**src/rtl/shadow_pkg.sv**
```systemverilog
package shadow_pkg;
   localparam int WORDS = 16;
   localparam int WIDTH = 16;
   localparam int CLK_HZ = 40000000;
   localparam int STORE_TIME_US = 5000;
   localparam int RECALL_TIME_NS = 2000;
   localparam int STORE_CYCLES = STORE_TIME_US * (CLK_HZ / 1000000);
   localparam int RECALL_CYCLES_RAW = (RECALL_TIME_NS * (CLK_HZ / 1000000)) / 1000;
   localparam int RECALL_CYCLES = (RECALL_CYCLES_RAW < 1) ? 1 : RECALL_CYCLES_RAW;
   localparam logic [2:0] OP_WRDIS = 3'h0;
   localparam logic [2:0] OP_SAVE = 3'h1;
   localparam logic [2:0] OP_ASEN = 3'h2;
   localparam logic [2:0] OP_WRITE = 3'h3;
   localparam logic [2:0] OP_WRITE_ENABLE_CMD = 3'h4;
   localparam logic [2:0] OP_RESTORE = 3'h5;
   localparam logic [7:0] IR_RESET = 8'h00;
   localparam logic [4:0] CNT_RESET = 5'h00;
   localparam logic [4:0] CNT_INSTR = 5'h08;
   localparam logic [4:0] CNT_DATA_LAST = 5'h17;
   localparam logic [3:0] BIT_MSB = 4'hF;
   typedef enum logic [1:0] {ST_BOOT = 2'b00, ST_IDLE = 2'b01, ST_STORE = 2'b11, ST_RECALL = 2'b10} nv_state_t;
endpackage

```
**src/rtl/shadow_if.sv**
```systemverilog
`timescale 1ns/1ps
interface shadow_if;
   logic start;
   logic busy;
   logic [22:0] count;
   modport ctrl (output start, input busy, input count);
   modport timer (input start, output busy, output count);
endinterface

```
**src/rtl/nv_timer.sv**
```systemverilog
`timescale 1ns/1ps
module nv_timer #(
   parameter int LEN = 8
) (
   input wire logic clk_sys,
   input wire logic rst_n,
   shadow_if.timer tif
);
   logic [22:0] cnt_q, cnt_d;
   logic busy_q, busy_d;

   // Busy held until the counter expires
   always_comb begin
      cnt_d = cnt_q;
      busy_d = busy_q;
      if (tif.start) begin
         cnt_d = 23'(LEN - 1);
         busy_d = 1'b1;
      end else if (busy_q) begin
         if (cnt_q == 23'h000000) begin
            busy_d = 1'b0;
         end else begin
            cnt_d = cnt_q - 23'h000001;
         end
      end
   end

   always_ff @(posedge clk_sys or negedge rst_n) begin
      if (!rst_n) begin
         cnt_q <= 23'h000000;
         busy_q <= 1'b0;
      end else begin
         cnt_q <= cnt_d;
         busy_q <= busy_d;
      end
   end

   assign tif.busy = busy_q;
   assign tif.count = cnt_q;
endmodule

```
**src/rtl/serial_shadow_ram_controller.sv**
```systemverilog
`timescale 1ns/1ps
module serial_shadow_ram_controller #(
   parameter int STORE_LEN = shadow_pkg::STORE_CYCLES
) (
   input wire logic clk_sys,
   input wire logic rst_n,
   input wire logic cs_n,
   input wire logic sck,
   input wire logic si,
   output logic so_o,
   output logic so_oe,
   input wire logic recall_n,
   input wire logic supply_low,
   output logic low_supply_out_n_o,
   output logic low_supply_out_n_oe,
   output logic busy,
   output logic wr_en_latch,
   output logic prev_recall_latch,
   output logic auto_save_latch
);
   // ---------------------------------------------
   // Input synchronisers
   // ---------------------------------------------
   logic [4:0] sync1_q, sync2_q;
   logic sck_old_q;
   always_ff @(posedge clk_sys or negedge rst_n) begin
      if (!rst_n) begin
         // Idle pin levels, so no false edge follows reset
         sync1_q <= 5'h14;
         sync2_q <= 5'h14;
         sck_old_q <= 1'b0;
      end else begin
         sync1_q <= {recall_n, supply_low, cs_n, sck, si};
         sync2_q <= sync1_q;
         sck_old_q <= sync2_q[1];
      end
   end
   logic si_s, sck_s, cs_s, low_s, rcl_s;
   assign si_s = sync2_q[0];
   assign sck_s = sync2_q[1];
   assign cs_s = sync2_q[2];
   assign low_s = sync2_q[3];
   assign rcl_s = sync2_q[4];
   logic rise, fall;
   // Edges seen only on clock motion, so a stopped clock just holds state
   assign rise = sck_s & ~sck_old_q;
   assign fall = ~sck_s & sck_old_q;

   // ---------------------------------------------
   // Timers
   // ---------------------------------------------
   shadow_if st_if();
   shadow_if rc_if();
   nv_timer #(.LEN(STORE_LEN)) u_store (.clk_sys(clk_sys), .rst_n(rst_n), .tif(st_if.timer));
   nv_timer #(.LEN(shadow_pkg::RECALL_CYCLES)) u_recall (.clk_sys(clk_sys), .rst_n(rst_n), .tif(rc_if.timer));

   // ---------------------------------------------
   // State
   // ---------------------------------------------
   logic [15:0] ram_q [shadow_pkg::WORDS];
   logic [15:0] nv_q [shadow_pkg::WORDS];
   logic [7:0] ir_q, ir_d;
   logic [4:0] cnt_q, cnt_d;
   logic [15:0] sh_q, sh_d;
   logic wpend_q, wpend_d;
   logic [3:0] obit_q, obit_d;
   logic so_q, so_d, oe_q, oe_d;
   logic wel_q, wel_d, prl_q, prl_d, ase_q, ase_d, as_q, as_d;
   logic rcl_old_q, rcl_old_d;
   logic armed_q, armed_d;
   logic busy_q, busy_d;
   shadow_pkg::nv_state_t st_q, st_d;
   logic commit, do_store, do_recall, set_prl;
   logic [7:0] ir_next;
   logic [3:0] waddr;

   always_comb begin
      ir_d = ir_q;
      cnt_d = cnt_q;
      sh_d = sh_q;
      wpend_d = wpend_q;
      obit_d = obit_q;
      so_d = so_q;
      oe_d = oe_q;
      wel_d = wel_q;
      prl_d = prl_q;
      ase_d = ase_q;
      as_d = as_q;
      st_d = st_q;
      rcl_old_d = rcl_s;
      armed_d = armed_q;
      commit = 1'b0;
      do_store = 1'b0;
      do_recall = 1'b0;
      set_prl = 1'b0;
      waddr = ir_q[6:3];
      ir_next = {ir_q[6:0], si_s};
      st_if.start = 1'b0;
      rc_if.start = 1'b0;
      unique case (st_q)
         shadow_pkg::ST_BOOT: begin
            // Power-up recall, latch stays clear, commands ignored
            if (!armed_q) begin
               rc_if.start = 1'b1;
               armed_d = 1'b1;
            end else if (!rc_if.busy) begin
               do_recall = 1'b1;
               st_d = shadow_pkg::ST_IDLE;
            end
         end
         shadow_pkg::ST_STORE: begin
            // Commands and the restore pin inhibited while saving
            if (!st_if.busy) begin
               wel_d = 1'b0;
               st_d = shadow_pkg::ST_IDLE;
            end
         end
         shadow_pkg::ST_RECALL: begin
            if (!rc_if.busy) begin
               do_recall = 1'b1;
               set_prl = 1'b1;
               st_d = shadow_pkg::ST_IDLE;
            end
         end
         shadow_pkg::ST_IDLE: begin
            if (cs_s) begin
               // Deselect: partial write still committed
               if (wpend_q && cnt_q > shadow_pkg::CNT_INSTR) begin
                  commit = 1'b1;
               end
               ir_d = shadow_pkg::IR_RESET;
               cnt_d = shadow_pkg::CNT_RESET;
               wpend_d = 1'b0;
               oe_d = 1'b0;
            end else if (rise) begin
               if (cnt_q < shadow_pkg::CNT_INSTR) begin
                  // Wait for start bit, then shift MSB first
                  if (cnt_q != shadow_pkg::CNT_RESET || si_s) begin
                     ir_d = ir_next;
                     cnt_d = cnt_q + 5'h01;
                  end
                  if (cnt_q == shadow_pkg::CNT_INSTR - 5'h01) begin
                     // Opcode decode on bits 2..0
                     unique case (ir_next[2:0])
                        shadow_pkg::OP_WRDIS: wel_d = 1'b0;
                        shadow_pkg::OP_WRITE_ENABLE_CMD: wel_d = 1'b1;
                        shadow_pkg::OP_ASEN: ase_d = 1'b1;
                        shadow_pkg::OP_RESTORE: begin
                           rc_if.start = 1'b1;
                           st_d = shadow_pkg::ST_RECALL;
                        end
                        shadow_pkg::OP_SAVE: begin
                           // Only with both latches set
                           if (wel_q && prl_q) begin
                              st_if.start = 1'b1;
                              st_d = shadow_pkg::ST_STORE;
                           end
                        end
                        shadow_pkg::OP_WRITE: begin
                           wpend_d = wel_q;
                           // Cleared so a short write carries no stale upper bits
                           sh_d = 16'h0000;
                        end
                        default: begin
                        end
                     endcase
                  end
                  // Read: bit0 ignored, first bit out on eighth fall
                  if (cnt_q == shadow_pkg::CNT_INSTR - 5'h01 && ir_next[2:1] == 2'b11) begin
                     sh_d = ram_q[ir_next[6:3]];
                     obit_d = shadow_pkg::BIT_MSB;
                     oe_d = 1'b1;
                  end
               end else if (wpend_q) begin
                  // Sixteen bits MSB first; beyond that, overwrite
                  sh_d = {sh_q[14:0], si_s};
                  if (cnt_q == shadow_pkg::CNT_DATA_LAST) begin
                     commit = 1'b1;
                     cnt_d = shadow_pkg::CNT_INSTR;
                  end else begin
                     cnt_d = cnt_q + 5'h01;
                  end
               end
            end else if (fall && oe_q) begin
               // Data changes on falling edge, MSB first
               so_d = sh_q[obit_q];
               if (obit_q == 4'h0) begin
                  obit_d = shadow_pkg::BIT_MSB;
               end else begin
                  obit_d = obit_q - 4'h1;
               end
            end
            if (!rcl_s && rcl_old_q && st_d == shadow_pkg::ST_IDLE) begin
               // Hardware restore pin
               rc_if.start = 1'b1;
               st_d = shadow_pkg::ST_RECALL;
            end
            if (low_s && ase_q && wel_q && st_d == shadow_pkg::ST_IDLE) begin
               // Low supply with auto-save enabled
               as_d = 1'b1;
               st_if.start = 1'b1;
               st_d = shadow_pkg::ST_STORE;
            end
         end
      endcase
      if (st_d != shadow_pkg::ST_IDLE) begin
         oe_d = 1'b0;
         wpend_d = 1'b0;
      end
      if (!low_s) begin
         as_d = 1'b0;
      end else if (ase_q) begin
         as_d = 1'b1;
      end
      if (set_prl) begin
         prl_d = 1'b1;
      end
      do_store = (st_q == shadow_pkg::ST_STORE) && !st_if.busy;
      busy_d = (st_d != shadow_pkg::ST_IDLE);
   end

   always_ff @(posedge clk_sys or negedge rst_n) begin
      if (!rst_n) begin
         ir_q <= shadow_pkg::IR_RESET;
         cnt_q <= shadow_pkg::CNT_RESET;
         sh_q <= 16'h0000;
         wpend_q <= 1'b0;
         obit_q <= shadow_pkg::BIT_MSB;
         so_q <= 1'b0;
         oe_q <= 1'b0;
         wel_q <= 1'b0;
         prl_q <= 1'b0;
         ase_q <= 1'b0;
         as_q <= 1'b0;
         rcl_old_q <= 1'b1;
         st_q <= shadow_pkg::ST_BOOT;
         armed_q <= 1'b0;
         busy_q <= 1'b1;
      end else begin
         ir_q <= ir_d;
         cnt_q <= cnt_d;
         sh_q <= sh_d;
         wpend_q <= wpend_d;
         obit_q <= obit_d;
         so_q <= so_d;
         oe_q <= oe_d;
         wel_q <= wel_d;
         prl_q <= prl_d;
         ase_q <= ase_d;
         as_q <= as_d;
         rcl_old_q <= rcl_old_d;
         st_q <= st_d;
         armed_q <= armed_d;
         busy_q <= busy_d;
      end
   end

   // ---------------------------------------------
   // Arrays
   // ---------------------------------------------
   // No reset on arrays: contents model cells, not control state
   genvar gi;
   generate
      for (gi = 0; gi < shadow_pkg::WORDS; gi++) begin : g_word
         always_ff @(posedge clk_sys) begin
            if (do_recall) begin
               ram_q[gi] <= nv_q[gi];
            end else if (commit && waddr == 4'(gi)) begin
               // Next value, so the sixteenth bit lands too
               ram_q[gi] <= sh_d;
            end
            if (do_store) begin
               nv_q[gi] <= ram_q[gi];
            end
         end
      end
   endgenerate

   assign so_o = so_q;
   assign so_oe = oe_q;
   assign low_supply_out_n_o = 1'b0;
   assign low_supply_out_n_oe = as_q;
   assign busy = busy_q;
   assign wr_en_latch = wel_q;
   assign prev_recall_latch = prl_q;
   assign auto_save_latch = ase_q;

   // ---------------------------------------------
   // Checks
   // ---------------------------------------------
   chk_oe_deselect: assert property (@(posedge clk_sys) disable iff (!rst_n)
      cs_s |=> !oe_q) else $error("output enabled while deselected");
   chk_save_gated: assert property (@(posedge clk_sys) disable iff (!rst_n)
      st_if.start && !low_s |-> wel_q && prl_q) else $error("save started without latches");
   chk_save_clears_we: assert property (@(posedge clk_sys) disable iff (!rst_n)
      do_store |=> !wel_q) else $error("write enable kept after save");
   chk_boot_no_latch: assert property (@(posedge clk_sys) disable iff (!rst_n)
      st_q == shadow_pkg::ST_BOOT |-> !prl_q) else $error("recall latch set at boot");
   chk_cs_clears_ir: assert property (@(posedge clk_sys) disable iff (!rst_n)
      cs_s && st_q == shadow_pkg::ST_IDLE |=> ir_q == shadow_pkg::IR_RESET) else $error("ir kept");
   chk_recall_sets: assert property (@(posedge clk_sys) disable iff (!rst_n)
      set_prl |=> prl_q) else $error("recall latch not set");
   chk_start_bit: assert property (@(posedge clk_sys) disable iff (!rst_n)
      cnt_q == shadow_pkg::CNT_RESET && rise && !si_s && !cs_s |=> cnt_q == shadow_pkg::CNT_RESET)
      else $error("zero taken as start");
   chk_write_refused: assert property (@(posedge clk_sys) disable iff (!rst_n)
      $rose(wpend_q) |-> $past(wel_q, 1)) else $error("write with latch clear");
endmodule

```
**config.mk**
```make
export PLATFORM = sky130hd
export DESIGN_NAME = serial_shadow_ram_controller
export DESIGN_NICKNAME = d
export VERILOG_FILES = /design/src/rtl/shadow_pkg.sv /design/src/rtl/shadow_if.sv /design/src/rtl/nv_timer.sv /design/src/rtl/serial_shadow_ram_controller.sv
export SDC_FILE = /design/constraint.sdc
export NUM_CORES = 1
export LEC_CHECK = 0
export BUFFER_PORTS_ARGS = -buffer_cell sky130_fd_sc_hd__buf_2
export CAP_MARGIN = 40
export CORE_ASPECT_RATIO = 1.4
export CORE_MARGIN = 3
export CORE_UTILIZATION = 50
export CTS_CLUSTER_DIAMETER = 50
export DETAILED_ROUTE_END_ITERATION = 10
export GPL_TIMING_DRIVEN = 0
export MAX_ROUTING_LAYER = met4
export PLACE_DENSITY = 0.71
export SYNTH_ARGS = -nofsm -noshare
export SYNTH_HDL_FRONTEND = slang
export SYNTH_HIERARCHICAL = 1
export SYNTH_SLANG_ARGS = --single-unit
```
**constraint.sdc**
```tcl
create_clock -name clk_sys -period 18.9 [get_ports clk_sys]
set_clock_uncertainty 0.05 [all_clocks]
set_input_delay 5.67 -clock clk_sys [delete_from_list [all_inputs] [get_ports clk_sys]]
set_output_delay 5.67 -clock clk_sys [all_outputs]
set_load 0.02 [all_outputs]
```
==> impl_metrics.py, run 1 <==
metrics = {
    "floorplan": {
        "pin_count": 15,
        "core_um2": 52500,
        "placementRows": 99,
        "die_h_um": 280,
        "die_x_um": 202,
        "initial_core_util_pct": 51.0,
        "dieArea_um2": 56400,
    },
    "worst_setup_path": {
        "crit_family": "flip-flops",
        "worstSetupPathType": "reg2out",
        "cp.required_ps": 13180,
        "path_cells": "buf_2",
        "crit_buf_inv": 1,
        "r2r_slack_ps": 15350,
        "crit_fanout": 6,
        "crit_path_top_delay_cell": "dfrtp_1",
        "rr_startpoint": "ir_q[4]",
        "start_kind": "flip-flop",
        "cp.arrival_ps": 1270,
        "rr_worst_depth": 7,
        "reg2reg_to": "ram_q[13][10]",
        "endpoint_kind": "output port",
        "slowest_delay_ps": 460,
    },
    "placed_design": {
        "dp_hpwl_um": 41900,
        "place_congestion": 0.889,
        "portBuffers": 13,
        "placed_area_um2": 28100,
    },
    "routing": {
        "routed_wl_um": 62000,
        "detail-route-antenna-nets": 0,
        "drc": 0,
        "route.vias.total": 15400,
        "dr.pass1.iters": 7,
        "drt_iter0_drc": 1663,
        "wire_per_inst_um": 24.9,
        "vias_per_cell": 6.20,
    },
    "run_status": {
        "outcome": "completed",
    },
    "hold_path": {
        "hp-class": "reg2reg",
        "hold_end": "sync2_q[2]",
        "hold_path_depth": 0,
        "hp-start": "sync1_q[2]",
    },
    "cts": {
        "post_cts_buffers": 0,
        "cts_tree": "done",
        "ctsHoldBuffers": 0,
        "cts.repair.resized": 0,
        "cts_buffers": 57,
        "cts_htree_levels": 2,
        "clock_path_buffers": 3,
        "root_buffer": "clkbuf_16",
        "clk_latency_ps": 600,
        "clk_pin_slew_ps": 70,
        "clock-sinks": 615,
    },
    "logic_synthesis": {
        "yosysTopAreaCellShare_pct": 57.4,
        "synth-main-ff-cell": "edfxtp_1",
        "synth_cell_types": 98,
        "yosysSeqAreaShare_pct": 67.0,
        "synth-async-reset-ratio_pct": 16.7,
        "ys_top_cells_by_area": "edfxtp_1, mux2_2, dfrtp_1, mux4_2, mux2i_1",
        "synth_fp_nets": 1649,
        "synth_seq_cells": 615,
        "synth_top_cell_by_area": "edfxtp_1",
        "avgSynthCellArea_um2": 16.4,
        "synth_edf_count": 512,
        "netlist_instances": 1636,
        "synth_area_um2": 26800,
        "yosysWarningCount": 6,
    },
    "global_routing": {
        "antenna_found_initial": 0,
        "grt_max_degree": 68,
        "grt_pass1_wl_um": 96300,
        "gr-total-overflow": 0,
        "grt_pass1_vias": 15900,
        "grtUsageTotal_pct": 22.6,
    },
    "sta": {
        "relSlewSlack_pct": 43.7,
        "drv_slew": 0,
        "finalHoldViolCount": 0,
        "max_freq_mhz": 143,
        "post-route-min-period_ps": 6990,
        "timing.setup.tns_ps": 0,
        "whs_ps": 303,
        "fin_crit_sh_pct": 37.0,
        "worst_pin_slew_ps": 837,
        "rsz0062_at_grt": "no",
        "setup_viol_count_final": 0,
    },
    "final_layout": {
        "fin_area_um2": 30100,
        "fillers": 3986,
        "fin_nets": 1744,
        "layout-drive-gt1-share_pct": 31.7,
        "multi_input_comb_area_um2": 8160,
        "syn_to_final_growth_pct": 12.3,
        "final_common_cell": "edfxtp_1",
        "diodes": 0,
        "seq_area_um2": 18000,
        "mostFrequentLayoutCells": "edfxtp_1, mux2_2, dfrtp_1",
    },
    "pwr": {
        "internal_power_w": 0.00213,
        "p_switching_w": 0.000538,
        "leakage_nw": 8.11,
        "switching_share_pct": 20.1,
        "pwr-share-seq_pct": 54.3,
        "ir_worst_vdd_mv": 0.0657,
        "pwr-share-comb_pct": 0.4,
        "p_total_w": 0.00267,
        "clkPwrFrac_pct": 45.3,
        "powerDensity_nw_per_um2": 88.8,
    },
    "flow_run": {
        "cap_violations": 0,
    },
}
[cell usage after synthesis (all sizes together), types with 7 or more instances]
cell type and count:
edfxtp 512, mux2 268, dfrtp 93, buf 79, nand2 62, nor2 60, mux4 53, a21oi 50
o21ai 44, mux2i 35, clkbuf 32, a221oi 29, or3 19, nand2b 18, nor2b 17, nor3 17
nor4 17, or4 17, inv 16, and3 13, nand3 13, a21boi 11, dfstp 10, a221o 8
a22o 8, o31ai 8, a31o 7, or3b 7, xnor2 7
[sequential cells by signal, summed over array words and instances, names as in the netlist, 2 cells and up]
register and flops:
sh_q 16, nv_q 256, u_store/tif.count 23, obit_q 4, ir_q 7, ram_q 256, sync2_q 5, u_recall/tif.count 23
sync1_q 5, st_q 2, cnt_q 5
[kinds of logic (layout without fill, tap and decap cells)]
logic type	after synthesis	count (layout)	synth area share [%]
AOI/OAI and AO/OA	222	222	5.95
xor gates and xnor gates	12	12	0.392
adders and majority gates	6	6	0.280
buffers and inverters	128	272	2.52
DFF	615	615	67.0
muxes	356	356	17.1
other	1	1	0.0140
and+or+nand+nor	296	296	6.71
[layer usage]
| metal | routed length (µm) | up-vias | global-route usage [%] |
|---|---|---|---|
| li1 | - | 6661 | - |
| met1 | 24500 | 8028 | 27.7 |
| met2 | 32100 | 553 | 39.1 |
| met3 | 2930 | 170 | 2.42 |
| met4 | 2520 | 0 | 8.27 |
| met5 | 0 | - | - |
[power groups by stage]
stage | Sequential, W | Clock (W) | Combinational [W]
floorplan | 0.00148 | 0 | 0.00000376
global placement | 0.00148 | 0 | 0.0000101
detailed placement | 0.00148 | 0 | 0.0000111
CTS | 0.00145 | 0.00123 | 0.0000111
global route | 0.00145 | 0.00128 | 0.0000122
finish | 0.00145 | 0.00121 | 0.0000109
[metrics by stage]
step / util, % / std cells / setup slack [ps]
6_report: 57.3 / 2487 / 11910
5_1_grt: 57.3 / 2487 / 11870
4_1_cts: 57.3 / 2487 / 11890
3_5_place_dp: 53.6 / 2379 / 12370
3_3_place_gp: 52.8 / 2356 / 8260
2_1_floorplan: - / 1636 / 11480
[worst max path at each step]
stage | slack (ps) | from | depth (start not counted) | end
2_1_floorplan | 11480 | st_q[1] | 3 | nv_q[0][0]
3_3_place_gp | 8260 | st_q[1] | 3 | nv_q[1][23]
3_5_place_dp | 12370 | rst_n | 2 | sync1_q[2]
4_1_cts | 11890 | wr_en_latch | 1 | wr_en_latch
5_1_grt | 11870 | wr_en_latch | 1 | wr_en_latch
6_report | 11910 | wr_en_latch | 1 | wr_en_latch
[cell type report]
cell class / count / area share (%)
buffer: 111 / 2.03
tap: 707 / 2.94
timing repair buffer: 36 / 1.53
inverter: 17 / 0.212
clock buffer: 61 / 4.79
multi-input combinational: 893 / 27.1
clock inverter: 47 / 1.68
sequential: 615 / 59.7
(Power assumes the default switching activity.)
==> run 2: changes to the inputs <==
--- a/config.mk
+++ b/config.mk
@@ -14,7 +14,7 @@
 export DETAILED_ROUTE_END_ITERATION = 10
 export GPL_TIMING_DRIVEN = 0
 export MAX_ROUTING_LAYER = met4
-export PLACE_DENSITY = 0.71
+export PLACE_DENSITY = 0.74
 export SYNTH_ARGS = -nofsm -noshare
 export SYNTH_HDL_FRONTEND = slang
 export SYNTH_HIERARCHICAL = 1
==> constraint.sdc (replaced) <==
create_clock -name clk_sys -period 5.75 [get_ports clk_sys]
set_clock_uncertainty 0.05 [all_clocks]
set_input_delay 1.725 -clock clk_sys [delete_from_list [all_inputs] [get_ports clk_sys]]
set_output_delay 1.725 -clock clk_sys [all_outputs]
set_load 0.02 [all_outputs]
==> run 2 against run 1 <==
Sequential cell count stayed put. Design area is 0.71% lower. Clock-buffer cell count rose by 11. Largest cell class unchanged. Highest routed layer unchanged. Via count about the same. Clock power rose to 3.0 times the previous value. Critical path depth grew 6. First-iteration DRC count shrank 9.9%. Die area unchanged. Hold slack improved by 0.62 ps. Sequential share of layout area up 0.43 points. Final cell count is 0.12% lower. Critical path type is now reg2reg.
==> impl_metrics.py, run 2 (synthesized netlist as in run 1, its figures left out) <==
metrics = {
    "final_layout": {
        "fillers": 4005,
        "diodes": 0,
        "fin_nets": 1743,
        "utilization_pct": 56.9,
        "mostFrequentLayoutCells": "edfxtp_1, mux2_2, dfrtp_1",
        "multi_input_comb_area_um2": 8160,
        "seq_area_um2": 18000,
        "syn_to_final_growth_pct": 11.5,
        "top_regs": "nv_q: 256 flops, ram_q: 256 flops",
        "layout-drive-gt1-share_pct": 31.1,
        "final_common_cell": "edfxtp_1",
    },
    "placed_design": {
        "portBuffers": 13,
        "dp_hpwl_um": 42000,
        "place_congestion": 0.868,
    },
    "worst_setup_path": {
        "crit_path_top_delay_cell": "clkinv_1",
        "endpoint_kind": "flip-flop",
        "worstSetupPathType": "reg2reg",
        "rr_startpoint": "ir_q[4]",
        "crit_start": "ir_q[4]",
        "slowest_delay_ps": 610,
        "crit_fanout": 10,
        "path_cells": "clkbuf_1 -> clkinv_1 -> and2_1 -> nand3_2 -> buf_2 -> nand2_1 -> buf_8",
        "cp.arrival_ps": 3960,
        "cp.required_ps": 6070,
        "r2r_slack_ps": 2110,
        "start_kind": "flip-flop",
    },
    "cts": {
        "cts_htree_levels": 2,
        "post_cts_buffers": 0,
        "clk_latency_ps": 630,
        "root_buffer": "clkbuf_16",
        "cts_buffers": 57,
        "clock_path_buffers": 3,
        "clk_pin_slew_ps": 70,
        "ctsHoldBuffers": 0,
        "clock-sinks": 615,
        "cts.repair.resized": 0,
        "cts_tree": "done",
    },
    "sta": {
        "finalHoldViolCount": 0,
        "fin_crit_sh_pct": 63.3,
        "relSlewSlack_pct": 42.5,
        "drv_slew": 0,
        "timing.setup.tns_ps": 0,
        "setup_viol_count_final": 0,
        "post-route-min-period_ps": 3640,
        "max_freq_mhz": 275,
        "rsz0062_at_grt": "no",
        "worst_pin_slew_ps": 855,
    },
    "global_routing": {
        "met3_usage_pct": 2.80,
        "use_met1_pct": 26.8,
        "antenna_found_initial": 0,
        "grt_busiest_layer": "met2",
        "gr-total-overflow": 0,
        "grt_max_degree": 65,
        "gr-usage-met2_pct": 39.1,
        "grt_pass1_wl_um": 95300,
        "grtUsageTotal_pct": 22.5,
        "grt_pass1_vias": 15900,
    },
    "hold_path": {
        "hp-class": "reg2reg",
        "hp-start": "sync1_q[4]",
    },
    "run_status": {
        "outcome": "completed",
    },
    "floorplan": {
        "pin_count": 15,
        "placementRows": 99,
        "core_um2": 52500,
        "initial_core_util_pct": 51.0,
        "die_h_um": 280,
        "dieArea_um2": 56400,
        "die_x_um": 202,
    },
    "routing": {
        "drt_iter0_drc": 1498,
        "drc": 0,
        "vias_per_cell": 6.21,
        "route.vias.total": 15400,
        "wire_per_inst_um": 25.0,
        "detail-route-antenna-nets": 0,
        "routed_wl_um": 62100,
        "dr.pass1.iters": 6,
    },
    "pwr": {
        "internal_power_w": 0.00673,
        "ir_worst_vdd_mv": 0.256,
        "clkPwrFrac_pct": 43.1,
        "switching_share_pct": 20.4,
        "p_switching_w": 0.00173,
        "pwr-share-seq_pct": 56.5,
        "powerDensity_nw_per_um2": 283,
        "pwr-share-comb_pct": 0.4,
        "leakage_nw": 8.00,
    },
    "flow_run": {
        "cap_violations": 0,
    },
}
## run 2: cell count changes in the layout (fill, tap and decap cells not counted)
cell        delta
clkinv_8       -1
buf_6          -3
clkinvlp_2     -2
clkbuf_1       +9
clkinv_2       -4
clkbuf_8       +2
buf_8          +4
clkinvlp_4     +1
bufinv_16      -7
clkinv_4       -1
buf_16         -1
buf_12         -1
clkinv_1       +1
## run 2: layer usage
metal / up-vias / share of wire (%)
li1: 6641 / -
met1: 7987 / 39
met2: 625 / 52
met3: 170 / 4.9
met4: 0 / 4.1
met5: - / 0
## run 2: worst paths after layout
kind / endpoint / depth (start not counted)
setup reg to reg: ram_q[13][4] / 7
hold / removal: sync2_q[4] / 0
min in group asynchronous: u_recall/tif.count[17] / 1
hold reg to reg: sync2_q[4] / 0
setup / recovery: ram_q[13][4] / 7
max in group asynchronous: sync2_q[2] / 2
## run 2: power by group through the flow
stage	Sequential, W	Combinational [W]	Clock, W
floorplan	0.00487	0.0000124	0
finish	0.00477	0.0000355	0.00365
detailed placement	0.00487	0.0000361	0
global route	0.00477	0.0000401	0.00388
CTS	0.00477	0.0000361	0.00372
global placement	0.00487	0.0000329	0
## run 2: area by class of cell
type                            instances  share of cell area (%)
Buffer                                111                    2.04
Clock buffer                           72                    5.03
Clock inverter                         34                   0.846
Inverter                               17                   0.214
Multi-Input combinational cell        893                    27.3
Sequential cell                       615                    60.1
Tap cell                              707                    2.96
Timing Repair Buffer                   35                    1.47
## run 2: critical path: cells and delay by family, from the launching register on
family | cells | cell delay, ps
flops | 1 | 370
simple gates | 3 | 1060
buf+inv | 4 | 1890
## run 2: per-stage QoR
step,total power (W),instance area (µm²),hold WS [ps],instances,setup slack [ps]
floorplan,0.00488,26800,281,1636,1220
global placement,0.00490,27700,296,2356,-468
detailed placement,0.00490,28100,289,2378,2200
CTS,0.00852,29900,305,2484,2160
global route,0.00869,29900,315,2484,2070
finish,0.00845,29900,304,2484,2110
